===== config.mk =====
export PLATFORM = sky130hd
export DESIGN_NAME = cmp_panel
export DESIGN_NICKNAME = d
export VERILOG_FILES = /design/src/cmp_pkg.sv /design/src/cmp_panel.sv
export SDC_FILE = /design/constraint.sdc
export NUM_CORES = 1
export LEC_CHECK = 0
export ABC_AREA = 1
export ABC_CLOCK_PERIOD_IN_PS = 5300
export BUFFER_PORTS_ARGS = -buffer_cell sky130_fd_sc_hd__buf_2
export CAP_MARGIN = 20
export CORE_ASPECT_RATIO = 0.5
export CORE_UTILIZATION = 50
export DETAILED_ROUTE_END_ITERATION = 16
export PLACE_DENSITY = 0.77
export REMOVE_ABC_BUFFERS = 1
export SYNTH_ARGS = -nofsm -noshare
export SYNTH_HDL_FRONTEND = slang
export SYNTH_SLANG_ARGS = --single-unit

===== constraint.sdc =====
create_clock -name CLK_SYS -period 5.3 [get_ports CLK_SYS]
set_input_delay 0.53 -clock CLK_SYS [delete_from_list [all_inputs] [get_ports CLK_SYS]]
set_output_delay 0.53 -clock CLK_SYS [all_outputs]
set_load 0.01 [all_outputs]

===== src/cmp_pkg.sv =====
// package for the console maintenance panel: constants and carrier types
// Function
// (RULE_01) load light on until first 4096 bytes loaded
// (RULE_02) start light set at load, cleared by stops
// (RULE_03) start press while stopped resumes, swaps lights
// (RULE_04) stop press halts at instruction end
// (RULE_05) power-on reset then stop light after 35s
// (RULE_06) load key press turns stop light off
// (RULE_07) unrecoverable error lights check, only load restarts
// (RULE_08) keyboard ready light follows keyboard ready
// (RULE_09) leaving run stops clock after current micro-op
// (RULE_10) start at run resumes at address register
// (RULE_11) step mode runs one micro-op, shows register
// (RULE_12) alter address loads 16 switch bits
// (RULE_13) operator restores original address before returning
// (RULE_14) storage select picks main or control storage
// (RULE_15) alter writes switches 3-4 or 1-4
// (RULE_16) each alter cycle increments address by one
// (RULE_17) display mode shows storage data register at once
// (RULE_18) display cycle reads, shows, increments address
// (RULE_19) control word 18 bits, main byte high forced
// (RULE_20) console start synchronised, one cycle per press
package cmp_pkg;
    localparam int CMP_LOAD_BYTES = 4096;
    localparam int CMP_CLK_HZ = 20000000;
    localparam int CMP_POWER_ON_S = 35;
    localparam int CMP_POWER_ON_CYC = CMP_POWER_ON_S * CMP_CLK_HZ;
    localparam int CMP_ADDR_W = 16;
    localparam int CMP_CS_W = 18;
    localparam int CMP_MS_W = 9;
    localparam int CMP_LSR_AW = 8;
    localparam int CMP_LVL_W = 3;
    localparam logic [15:0] CMP_ADDR_RST = 16'h0000;
    localparam logic [8:0] CMP_HI_FORCED = 9'h1FF;
    localparam logic [12:0] CMP_LOAD_CNT_W_MAX = 13'h1000;

    // mode selector positions, one-hot from the switch
    typedef enum logic [5:0] {
        CMP_MODE_RUN = 6'h01,
        CMP_MODE_STEP_LSR = 6'h02,
        CMP_MODE_ALTER_ADDR = 6'h04,
        CMP_MODE_ALTER_STOR = 6'h08,
        CMP_MODE_DISPLAY_STORAGE_MODE = 6'h10,
        CMP_MODE_SYS_STEP = 6'h20
    } cmp_mode_t;

    typedef enum logic [3:0] {
        CMP_ST_IDLE = 4'h1,
        CMP_ST_WRITE = 4'h2,
        CMP_ST_READ = 4'h4,
        CMP_ST_SHOW = 4'h8
    } cmp_state_t;

    // storage access request towards the processing unit
    typedef struct packed {
        logic req;
        logic we;
        logic sel_cs;
        logic [15:0] addr;
        logic [17:0] wdata;
    } cmp_stor_req_t;
endpackage


===== src/cmp_panel.sv =====
// console maintenance panel: keys, lights, mode selector, alter and display
`timescale 1ns/1ps
`default_nettype none
module cmp_panel
    import cmp_pkg::*;
#(
    parameter int POWER_ON_CYC = CMP_POWER_ON_CYC
) (
    input wire logic CLK_SYS,
    input wire logic RESET,
    input wire logic LOAD_KEY,
    input wire logic START_KEY,
    input wire logic STOP_KEY,
    input wire logic CE_START_KEY,
    input wire logic [5:0] MODE_SEL,
    input wire logic STOR_SEL_CS,
    input wire logic [15:0] DATA_SW,
    input wire logic KEYBD_READY_IN,
    input wire logic LOAD_BYTE_OK,
    input wire logic PROGRAM_LOAD_DONE,
    input wire logic ADDR_COMPARE_STOP,
    input wire logic UNRECOVERABLE_ERR,
    input wire logic INSN_END,
    input wire logic MICRO_END,
    input wire logic [2:0] CUR_LEVEL,
    input wire logic [15:0] LOCAL_STORAGE_REG_DATA,
    input wire logic [17:0] STOR_RDATA,
    input wire logic STOR_ACK,
    output logic [7:0] LOCAL_STORAGE_REG_SEL,
    output cmp_stor_req_t STOR_REQ,
    output logic [15:0] MICROPROGRAM_ADDRESS_REG,
    output logic [2:0] MAR_LEVEL,
    output logic MAR_LOAD,
    output logic MICROPROGRAM_INITIAL_LOAD,
    output logic PU_CLOCK_RUN,
    output logic MICRO_STEP,
    output logic SYSTEM_INSTRUCTION_STEP_MODE_GO,
    output logic LOAD_LIGHT,
    output logic START_LIGHT,
    output logic STOP_LIGHT,
    output logic KEYBOARD_READY_LIGHT,
    output logic PROCESSOR_CHECK_LIGHT,
    output logic [17:0] DISPLAY_LIGHTS
);
    // ==========================================================
    // input synchronisers
    localparam int NSYNC = 7;
    logic [NSYNC-1:0] raw_in, s1_q, s2_q, s3_q;
    assign raw_in = {LOAD_KEY, START_KEY, STOP_KEY, CE_START_KEY, STOR_SEL_CS,
                     KEYBD_READY_IN, 1'b0};
    logic [5:0] mode_s1_q, mode_s2_q;
    logic [15:0] sw_s1_q, sw_s2_q;
    always_ff @(posedge CLK_SYS or posedge RESET) begin
        if (RESET) begin
            s1_q <= '0;
            s2_q <= '0;
            s3_q <= '0;
            mode_s1_q <= 6'h01;
            mode_s2_q <= 6'h01;
            sw_s1_q <= 16'h0000;
            sw_s2_q <= 16'h0000;
        end else begin
            s1_q <= raw_in;
            s2_q <= s1_q;
            s3_q <= s2_q;
            mode_s1_q <= MODE_SEL;
            mode_s2_q <= mode_s1_q;
            sw_s1_q <= DATA_SW;
            sw_s2_q <= sw_s1_q;
        end
    end
    logic load_p, start_p, stop_lvl, ce_p, sel_cs, kb_rdy;
    assign load_p = s2_q[6] & ~s3_q[6];
    assign start_p = s2_q[5] & ~s3_q[5];
    assign stop_lvl = s2_q[4];
    assign ce_p = s2_q[3] & ~s3_q[3]; // see RULE_20
    assign sel_cs = s2_q[2]; // see RULE_14
    assign kb_rdy = s2_q[1];
    cmp_mode_t mode;
    assign mode = cmp_mode_t'(mode_s2_q);
    logic in_run, in_sys;
    assign in_run = (mode == CMP_MODE_RUN);
    assign in_sys = (mode == CMP_MODE_SYS_STEP);
    logic [5:0] mode_prev_q;
    always_ff @(posedge CLK_SYS or posedge RESET) begin
        if (RESET) begin
            mode_prev_q <= 6'h01;
        end else begin
            mode_prev_q <= mode_s2_q;
        end
    end
    logic enter_dply;
    assign enter_dply = (mode == CMP_MODE_DISPLAY_STORAGE_MODE) && (mode_prev_q != mode_s2_q);

    // ==========================================================
    // power-on timer
    logic [31:0] pwr_cnt_q;
    logic pwr_done_q;
    always_ff @(posedge CLK_SYS or posedge RESET) begin
        if (RESET) begin
            pwr_cnt_q <= 32'h00000000;
            pwr_done_q <= 1'b0;
        end else if (!pwr_done_q) begin
            pwr_cnt_q <= pwr_cnt_q + 32'h00000001;
            if (pwr_cnt_q >= 32'(POWER_ON_CYC - 1)) begin
                pwr_done_q <= 1'b1; // see RULE_05
            end
        end
    end
    logic pwr_done_p;
    assign pwr_done_p = !pwr_done_q && (pwr_cnt_q >= 32'(POWER_ON_CYC - 1));

    // ==========================================================
    // load light and microprogram load
    logic [12:0] load_cnt_q;
    logic load_light_q;
    always_ff @(posedge CLK_SYS or posedge RESET) begin
        if (RESET) begin
            load_light_q <= 1'b0;
            load_cnt_q <= 13'h0000;
        end else if (load_p) begin
            load_light_q <= 1'b1; // see RULE_01
            load_cnt_q <= 13'h0000;
        end else if (load_light_q && LOAD_BYTE_OK) begin
            load_cnt_q <= load_cnt_q + 13'h0001;
            if (load_cnt_q == CMP_LOAD_CNT_W_MAX - 13'h0001) begin
                load_light_q <= 1'b0; // see RULE_01
            end
        end
    end
    assign MICROPROGRAM_INITIAL_LOAD = load_light_q;

    // ==========================================================
    // processor check
    logic chk_q;
    always_ff @(posedge CLK_SYS or posedge RESET) begin
        if (RESET) begin
            chk_q <= 1'b0;
        end else if (load_p) begin
            chk_q <= 1'b0; // see RULE_07
        end else if (UNRECOVERABLE_ERR) begin
            chk_q <= 1'b1; // see RULE_07
        end
    end

    // ==========================================================
    // start and stop lights
    logic start_q, stop_q, stop_pend_q;
    always_ff @(posedge CLK_SYS or posedge RESET) begin
        if (RESET) begin
            stop_pend_q <= 1'b0;
        end else if (INSN_END || !start_q) begin
            stop_pend_q <= 1'b0;
        end else if (stop_lvl) begin
            stop_pend_q <= 1'b1;
        end
    end
    logic halt_now;
    assign halt_now = start_q && INSN_END && (stop_pend_q || stop_lvl); // see RULE_04
    always_ff @(posedge CLK_SYS or posedge RESET) begin
        if (RESET) begin
            start_q <= 1'b0;
        end else if (halt_now || in_sys || ADDR_COMPARE_STOP || chk_q) begin
            start_q <= 1'b0; // see RULE_02
        end else if (PROGRAM_LOAD_DONE) begin
            start_q <= 1'b1; // see RULE_02
        end else if (stop_q && start_p) begin
            start_q <= 1'b1; // see RULE_03
        end
    end
    always_ff @(posedge CLK_SYS or posedge RESET) begin
        if (RESET) begin
            stop_q <= 1'b0;
        end else if (pwr_done_p || halt_now || in_sys || ADDR_COMPARE_STOP) begin
            stop_q <= 1'b1; // see RULE_04
        end else if (load_p) begin
            stop_q <= 1'b0; // see RULE_06
        end else if (stop_q && start_p && !chk_q) begin
            stop_q <= 1'b0; // see RULE_03
        end
    end

    // ==========================================================
    // processing unit clock gating
    logic run_q;
    always_ff @(posedge CLK_SYS or posedge RESET) begin
        if (RESET) begin
            run_q <= 1'b1;
        end else if (!in_run && MICRO_END) begin
            run_q <= 1'b0; // see RULE_09
        end else if (in_run && ce_p) begin
            run_q <= 1'b1; // see RULE_10
        end
    end
    // clock keeps running until the micro-op in progress ends, except on a processor check, which stops it at once
    assign PU_CLOCK_RUN = run_q && !chk_q; // see RULE_09
    assign MICRO_STEP = !run_q && (mode == CMP_MODE_STEP_LSR) && ce_p; // see RULE_11
    assign SYSTEM_INSTRUCTION_STEP_MODE_GO = in_sys && ce_p;

    // ==========================================================
    // alter and display sequencer
    cmp_state_t st_q;
    logic [15:0] mar_q;
    logic [17:0] sdr_q;
    logic [17:0] disp_q;
    logic mar_load_q;
    always_ff @(posedge CLK_SYS or posedge RESET) begin
        if (RESET) begin
            st_q <= CMP_ST_IDLE;
        end else begin
            unique case (st_q)
                CMP_ST_IDLE: begin
                    if (ce_p && !run_q && mode == CMP_MODE_ALTER_STOR) begin
                        st_q <= CMP_ST_WRITE;
                    end else if (ce_p && !run_q && mode == CMP_MODE_DISPLAY_STORAGE_MODE) begin
                        st_q <= CMP_ST_READ;
                    end
                end
                CMP_ST_WRITE: begin
                    if (STOR_ACK) begin
                        st_q <= CMP_ST_IDLE;
                    end
                end
                CMP_ST_READ: begin
                    if (STOR_ACK) begin
                        st_q <= CMP_ST_SHOW;
                    end
                end
                CMP_ST_SHOW: begin
                    st_q <= CMP_ST_IDLE;
                end
            endcase
        end
    end
    always_ff @(posedge CLK_SYS or posedge RESET) begin
        if (RESET) begin
            mar_q <= CMP_ADDR_RST;
            mar_load_q <= 1'b0;
        end else begin
            mar_load_q <= 1'b0;
            if (ce_p && !run_q && mode == CMP_MODE_ALTER_ADDR) begin
                mar_q <= sw_s2_q; // see RULE_12
                mar_load_q <= 1'b1;
            end else if ((st_q == CMP_ST_WRITE || st_q == CMP_ST_READ) && STOR_ACK) begin
                mar_q <= mar_q + 16'h0001; // see RULE_16
                mar_load_q <= 1'b1;
            end
        end
    end
    always_ff @(posedge CLK_SYS or posedge RESET) begin
        if (RESET) begin
            sdr_q <= 18'h00000;
        end else if (st_q == CMP_ST_READ && STOR_ACK) begin
            sdr_q <= STOR_RDATA; // see RULE_18
        end
    end
    logic sel_cs_q;
    always_ff @(posedge CLK_SYS or posedge RESET) begin
        if (RESET) begin
            sel_cs_q <= 1'b0;
        end else if (st_q == CMP_ST_IDLE) begin
            sel_cs_q <= sel_cs;
        end
    end
    always_comb begin
        STOR_REQ.req = (st_q == CMP_ST_WRITE) || (st_q == CMP_ST_READ);
        STOR_REQ.we = (st_q == CMP_ST_WRITE);
        STOR_REQ.sel_cs = sel_cs_q; // see RULE_14
        STOR_REQ.addr = mar_q;
        STOR_REQ.wdata = sel_cs_q ? {2'b00, sw_s2_q} : {10'h000, sw_s2_q[7:0]}; // see RULE_15
    end

    // ==========================================================
    // display lights
    logic [17:0] sdr_view;
    assign sdr_view = sel_cs_q ? sdr_q : {CMP_HI_FORCED, sdr_q[8:0]}; // see RULE_19
    always_ff @(posedge CLK_SYS or posedge RESET) begin
        if (RESET) begin
            disp_q <= 18'h00000;
        end else begin
            unique case (mode)
                CMP_MODE_STEP_LSR: disp_q <= {2'b00, LOCAL_STORAGE_REG_DATA}; // see RULE_11
                CMP_MODE_ALTER_ADDR: disp_q <= {2'b00, sw_s2_q}; // see RULE_12
                CMP_MODE_ALTER_STOR: disp_q <= {2'b00, sw_s2_q}; // see RULE_15
                CMP_MODE_DISPLAY_STORAGE_MODE: disp_q <= sdr_view; // see RULE_17
                default: disp_q <= {2'b00, mar_q};
            endcase
        end
    end

    assign LOCAL_STORAGE_REG_SEL = sw_s2_q[7:0]; // see RULE_11
    assign MICROPROGRAM_ADDRESS_REG = mar_q;
    assign MAR_LEVEL = CUR_LEVEL;
    assign MAR_LOAD = mar_load_q;
    assign LOAD_LIGHT = load_light_q;
    assign START_LIGHT = start_q;
    assign STOP_LIGHT = stop_q;
    assign KEYBOARD_READY_LIGHT = kb_rdy; // see RULE_08
    assign PROCESSOR_CHECK_LIGHT = chk_q;
    assign DISPLAY_LIGHTS = disp_q;

    // ==========================================================
    // checks
    a_alter_incr: assert property (@(posedge CLK_SYS) disable iff (RESET)
        (st_q == CMP_ST_WRITE && STOR_ACK) |=> mar_q == $past(mar_q) + 16'h0001) // see RULE_16
        else $error("address not incremented after alter");
    a_disp_incr: assert property (@(posedge CLK_SYS) disable iff (RESET)
        (st_q == CMP_ST_READ && STOR_ACK) |=> (mar_q == $past(mar_q) + 16'h0001)
        && (sdr_q == $past(STOR_RDATA))) // see RULE_18
        else $error("display cycle wrong");
    a_alter_addr: assert property (@(posedge CLK_SYS) disable iff (RESET)
        (ce_p && !run_q && mode == CMP_MODE_ALTER_ADDR) |=> mar_q == $past(sw_s2_q)) // see RULE_12
        else $error("address not loaded from switches");
    a_load_light: assert property (@(posedge CLK_SYS) disable iff (RESET)
        load_p |=> LOAD_LIGHT) // see RULE_01
        else $error("load light not lit");
    a_stop_load: assert property (@(posedge CLK_SYS) disable iff (RESET)
        (load_p && !pwr_done_p && !halt_now && !in_sys && !ADDR_COMPARE_STOP)
        |=> !STOP_LIGHT) // see RULE_06
        else $error("stop light not cleared by load");
    a_check_hold: assert property (@(posedge CLK_SYS) disable iff (RESET)
        (chk_q && !load_p) |=> chk_q && !PU_CLOCK_RUN) // see RULE_07
        else $error("check light dropped without load");
    a_clock_stop: assert property (@(posedge CLK_SYS) disable iff (RESET)
        (!in_run && MICRO_END) |=> !run_q) // see RULE_09
        else $error("clock not stopped after micro op");
    a_main_view: assert property (@(posedge CLK_SYS) disable iff (RESET)
        (mode == CMP_MODE_DISPLAY_STORAGE_MODE && !sel_cs_q) |=> DISPLAY_LIGHTS[17:9] == CMP_HI_FORCED) // see RULE_19
        else $error("high display byte not forced");
    a_ce_one: assert property (@(posedge CLK_SYS) disable iff (RESET)
        ce_p |=> !ce_p) // see RULE_20
        else $error("console start pulse too long");
    a_start_resume: assert property (@(posedge CLK_SYS) disable iff (RESET)
        (stop_q && start_p && !chk_q && !halt_now && !in_sys && !ADDR_COMPARE_STOP
        && !pwr_done_p) |=> START_LIGHT && !STOP_LIGHT) // see RULE_03
        else $error("start press did not resume");
endmodule
`default_nettype wire


==> Word-level counts from Yosys, hierarchy flattened <==
Cells that the tools add are included.
{ "totals": {"ff_bits": 172, "out_inout_bits": 92, "word_cells": 120} }
{ "classes": {"n_addsub": 3, "n_lt_le_gt_ge": 1, "n_eq_ne": 14, "mux": 31, "bitwise_logic": 6, "reduce_logical": 43} }
{ "ops": {"columns": ["operator", "count"], "rows": [
  ["$pmux W18 S3", 1],
  ["$mux W16", 3],
  ["$add A32 B1 Y32 const B", 1],
  ["$ge A32 B30 Y1 const B", 1],
  ["$mux W13", 2],
  ["$mux W1", 19],
  ["$logic_and A1 B1 Y1", 18],
  ["$mux W18", 1],
  ["$add A16 B1 Y16 const B", 1],
  ["$mux W4", 4],
  ["$pmux W4 S4", 1],
  ["$add A13 B1 Y13 const B", 1],
  ["$eq A13 B12 Y1 const B", 1],
  ["$reduce_bool A2 Y1", 6],
  ["$logic_or A1 B1 Y1", 9],
  ["$eq A6 B1 Y1 const B", 1],
  ["$eq A6 B2 Y1 const B", 1],
  ["$eq A6 B3 Y1 const B", 1],
  ["$eq A6 B4 Y1 const B", 1],
  ["$eq A6 B5 Y1 const B", 1],
  ["$eq A6 B6 Y1 const B", 1],
  ["$reduce_bool A3 Y1", 2],
  ["$logic_not A1 Y1", 5],
  ["$eq A4 B1 Y1 const B", 1],
  ["10 further kinds", 15]
]} }

==> Logic depth before layout (Yosys ltp) <==
{ "depth": {"depth_word": 7, "ltp_mapped": 11, "mapped_depth_nobuf": 10} }

==> Worst setup path before layout <==
OpenSTA, ideal clock, no wires.
{ "synth_path": {"path_kind": "flip-flop to output port", "start": "reg mode_s2_q[2] (netlist: mode[2])", "end": "out MICRO_STEP", "t_arrival_ps": 1051, "path_slack_ps": 3719, "path_stages_with_launch": 4, "cell_sequence": "dfrtp_1 -> nor2_1 -> nand4_1 -> nor2_1"} }
{ "synth_between": {"elab_chain_cells": 3} }
{ "synth_lines": {"columns": ["element", "line", "text"], "rows": [
  ["start: declaration", "cmp_panel.sv:51", "logic [5:0] mode_s1_q, mode_s2_q;"],
  ["start signal: assignment", "cmp_panel.sv:67", "mode_s2_q <= mode_s1_q;"],
  ["$eq A6 B2 Y1", "cmp_panel.sv:197", "assign MICRO_STEP = !run_q && (mode == CMP_MODE_STEP_LSR) && ce_p;"],
  ["$logic_and A1 B1 Y1 (2 in a row)", "cmp_panel.sv:197", null],
  ["end: declaration", "cmp_panel.sv:36", "output logic MICRO_STEP,"]
]} }
No other way between the ends.

==> Worst setup path in the final report <==
{ "layout_path": {"start": "reg mode_s2_q[3] (netlist: mode[3])", "end": "out MICRO_STEP"} }
Same word-level chain as after synthesis.

==> impl_metrics.json <==
{
  "outcome": "finished, final reports clean",
  "die_w_um": 180.0,
  "cts_tree": "yes",
  "num_antenna_cells": 0,
  "cp.required_ns": 4.77,
  "cts_buffer_depth": 2,
  "core-area_mm2": 0.01545,
  "yosys.area.top_type": "dfrtp_1",
  "post_cts_buffers": 0,
  "final_common_cell": "nand2_1",
  "ys_seq_area_frac": 0.5345,
  "hold_slack_ns": 0.08141,
  "grt_pass1_vias": 6289,
  "drt-total-wl_um": 17800,
  "cts.sinks": 169,
  "placementRows": 32,
  "max_cap_viol_count": 0,
  "portBuffers": 157,
  "clkLatencyLatePin_ns": 0.43,
  "worst_slew_pin_slew_ns": 1.044,
  "grt_pass1_wl_um": 29960,
  "regToRegStartpoint": "st_q[3]",
  "leakagePower_nw": 4.566,
  "cp.arrival_ns": 1.71,
  "postCtsHoldBufs": 0,
  "grt_max_degree": 76,
  "finalSetupViolCount": 0,
  "skew_ns": 0.01087,
  "syn2layout_area_growth_pct": 16.13,
  "ir_drop_mv": 0.2931,
  "finalHoldViolCount": 0,
  "slew_headroom": 0.3032,
  "cts_root_buf": "clkbuf_16",
  "synthDistinctLibCells": 36,
  "grt_overflow": 0,
  "end_kind": "primary output",
  "fmax_ghz": 0.4473,
  "worstSetupStartpointType": "flip-flop",
  "first_pass_iters": 7,
  "r2r_cells": 4,
  "wl_per_cell_um": 14.16,
  "powerDensity_mw_per_mm2": 399.8,
  "antenna_found_initial": 0,
  "fin_tns_setup_ns": 0,
  "drt.antenna.violating_nets": 0,
  "initial_core_util": 0.5125,
  "fin_crit_sh": 0.4218,
  "synthesis.instances": 912,
  "hpwl_um": 12570,
  "num_vias": 6437,
  "rsz0062_at_grt": "false",
  "avgSynthCellArea_um2": 8.686,
  "finalNetCount": 1117,
  "hold_path.class": "primary input to async pin",
  "cts_resized": 0,
  "initialDrtViolationCount": 430,
  "die_height_um": 91,
  "synthesis.area_mm2": 0.007921,
  "grt_usage": 0.2300,
  "fillers": 1302,
  "clk_pin_slew_ns": 0.07,
  "ios": 166,
  "layout_min_cycle_time_ns": 2.236,
  "ys_async_sr_fraction": 1.000,
  "crit_type": "flip-flop to primary output",
  "final_cell_mix": "nand2_1 (275), dfrtp_1 (165), buf_2 (157)",
  "ys.flop_type": "dfrtp_1",
  "ff2ff_setup_slack_ns": 3.21,
  "remaining_drc_errors": 0,
  "layout-drive-gt1-share": 0.2289,
  "via_per_inst": 5.121,
  "gp_congestion": 0.8544,
  "synth_area_leaders": "dfrtp_1 (52%), nand2_1 (13%), nor2_1 (5.1%), buf_4 (4.1%), inv_1 (3.9%)",
  "die-area_mm2": 0.01638,
  "synth_edf_count": 0,
  "synth.top_cell.area_share": 0.5212,
  "cts_buffers": 17,
  "slew_violations": 0,
  "ys_ff_latch": 169,
  "critPathMaxFanout": 5,
  "cts_max_level": 4,
  "yosys_warnings": 0,
  "reg2reg_to": "sdr_q[6]"
}
-- state kept, by name, summed over array words and instances (netlist names), 3 cells and up --
register	flops
mode_s1_q	6
s2_q	6
mode	6
s3_q	3
load_cnt_q	13
DISPLAY_LIGHTS	18
pwr_cnt_q	32
MICROPROGRAM_ADDRESS_REG	16
sw_s1_q	16
st_q	4
sw_s2_q	16
s1_q	6
sdr_q	18
-- per-stage QoR --
step	worst slack [ns]	power, W	area [µm²]	utilization	std cells
2_1_floorplan	0.2015	0.002122	7547	-	862
3_3_place_gp	3.255	0.002413	8611	0.5572	1225
3_5_place_dp	3.216	0.002453	8611	0.5572	1225
4_1_cts	3.037	0.003692	9199	0.5952	1257
5_1_grt	2.952	0.003851	9199	0.5952	1257
6_report	3.064	0.003677	9199	0.5952	1257
-- critical path, stage by stage, from the launching register on --
cell	delay [ns]
dfrtp_1	0.45
nor2_1	0.29
nand4_1	0.23
nor2_1	0.17
buf_2	0.15
-- cells in the mapped netlist (2+ instances only) --
| master | n |
|---|---|
| nand2_1 | 275 |
| dfrtp_1 | 165 |
| nor2_1 | 108 |
| inv_1 | 83 |
| nand3_1 | 55 |
| buf_4 | 43 |
| nand4_1 | 31 |
| o21ai_0 | 20 |
| xor2_1 | 19 |
| mux2_2 | 16 |
| a21oi_1 | 13 |
| nand3b_1 | 10 |
| nor3_1 | 9 |
| xnor2_1 | 9 |
| nand2_2 | 7 |
| nor2_4 | 7 |
| dfstp_2 | 4 |
| inv_2 | 4 |
| a31oi_1 | 3 |
| buf_6 | 3 |
| clkbuf_1 | 3 |
| ha_1 | 3 |
| nor2_2 | 3 |
| o21bai_1 | 3 |
| buf_2 | 2 |
| nand2_4 | 2 |
| nor3_4 | 2 |
| o21ai_1 | 2 |
-- cell type report --
class | count | area (µm²) | share of cell area
Tap cell | 204 | 255.2 | 0.02775
Sequential cell | 169 | 4234 | 0.4603
Clock inverter | 13 | 135.1 | 0.01469
Multi-Input combinational cell | 606 | 2989 | 0.3249
Timing Repair Buffer | 159 | 800.8 | 0.08705
Inverter | 87 | 331.6 | 0.03604
Clock buffer | 19 | 452.9 | 0.04924
-- routing by layer --
metal  up-vias  GRT usage  share of wire
li1       3106          -              -
met1      3064     0.2885           0.43
met2       219     0.3923           0.49
met3        48    0.04051          0.048
met4         0     0.1063          0.030
met5         -          0              0
-- worst max-delay path by stage --
| stage | depth (start not counted) | slack, ns | start | endpoint |
|---|---|---|---|---|
| 6_report | 4 | 3.06 | mode[3] | MICRO_STEP |
| 5_1_grt | 4 | 2.95 | mode[2] | MICRO_STEP |
| 4_1_cts | 4 | 3.04 | mode[3] | MICRO_STEP |
| 3_5_place_dp | 4 | 3.22 | STOR_ACK | sdr_q[6] |
| 3_3_place_gp | 4 | 3.26 | STOR_ACK | sdr_q[4] |
| 2_1_floorplan | 1 | 0.20 | RESET | DISPLAY_LIGHTS[0] |
-- where the power goes --
group | internal (W) | switching, W
Clock | 0.000687 | 0.000551
Combinational | 0.000318 | 0.000431
Sequential | 0.00150 | 0.000188
-- cell families (layout without fill, tap and decap cells) --
kind of cell,after synthesis,count (layout),share of synthesized area
buf+inv,138,278,0.08893
fa+ha+maj,3,3,0.004739
mux,16,16,0.02274
xor+xnor,28,28,0.03096
flops,169,169,0.5345
compound gates,44,44,0.03001
other cells,1,2,0.0004734
simple gates,513,513,0.2876
Note: power is estimated with default switching activity, not from simulation.
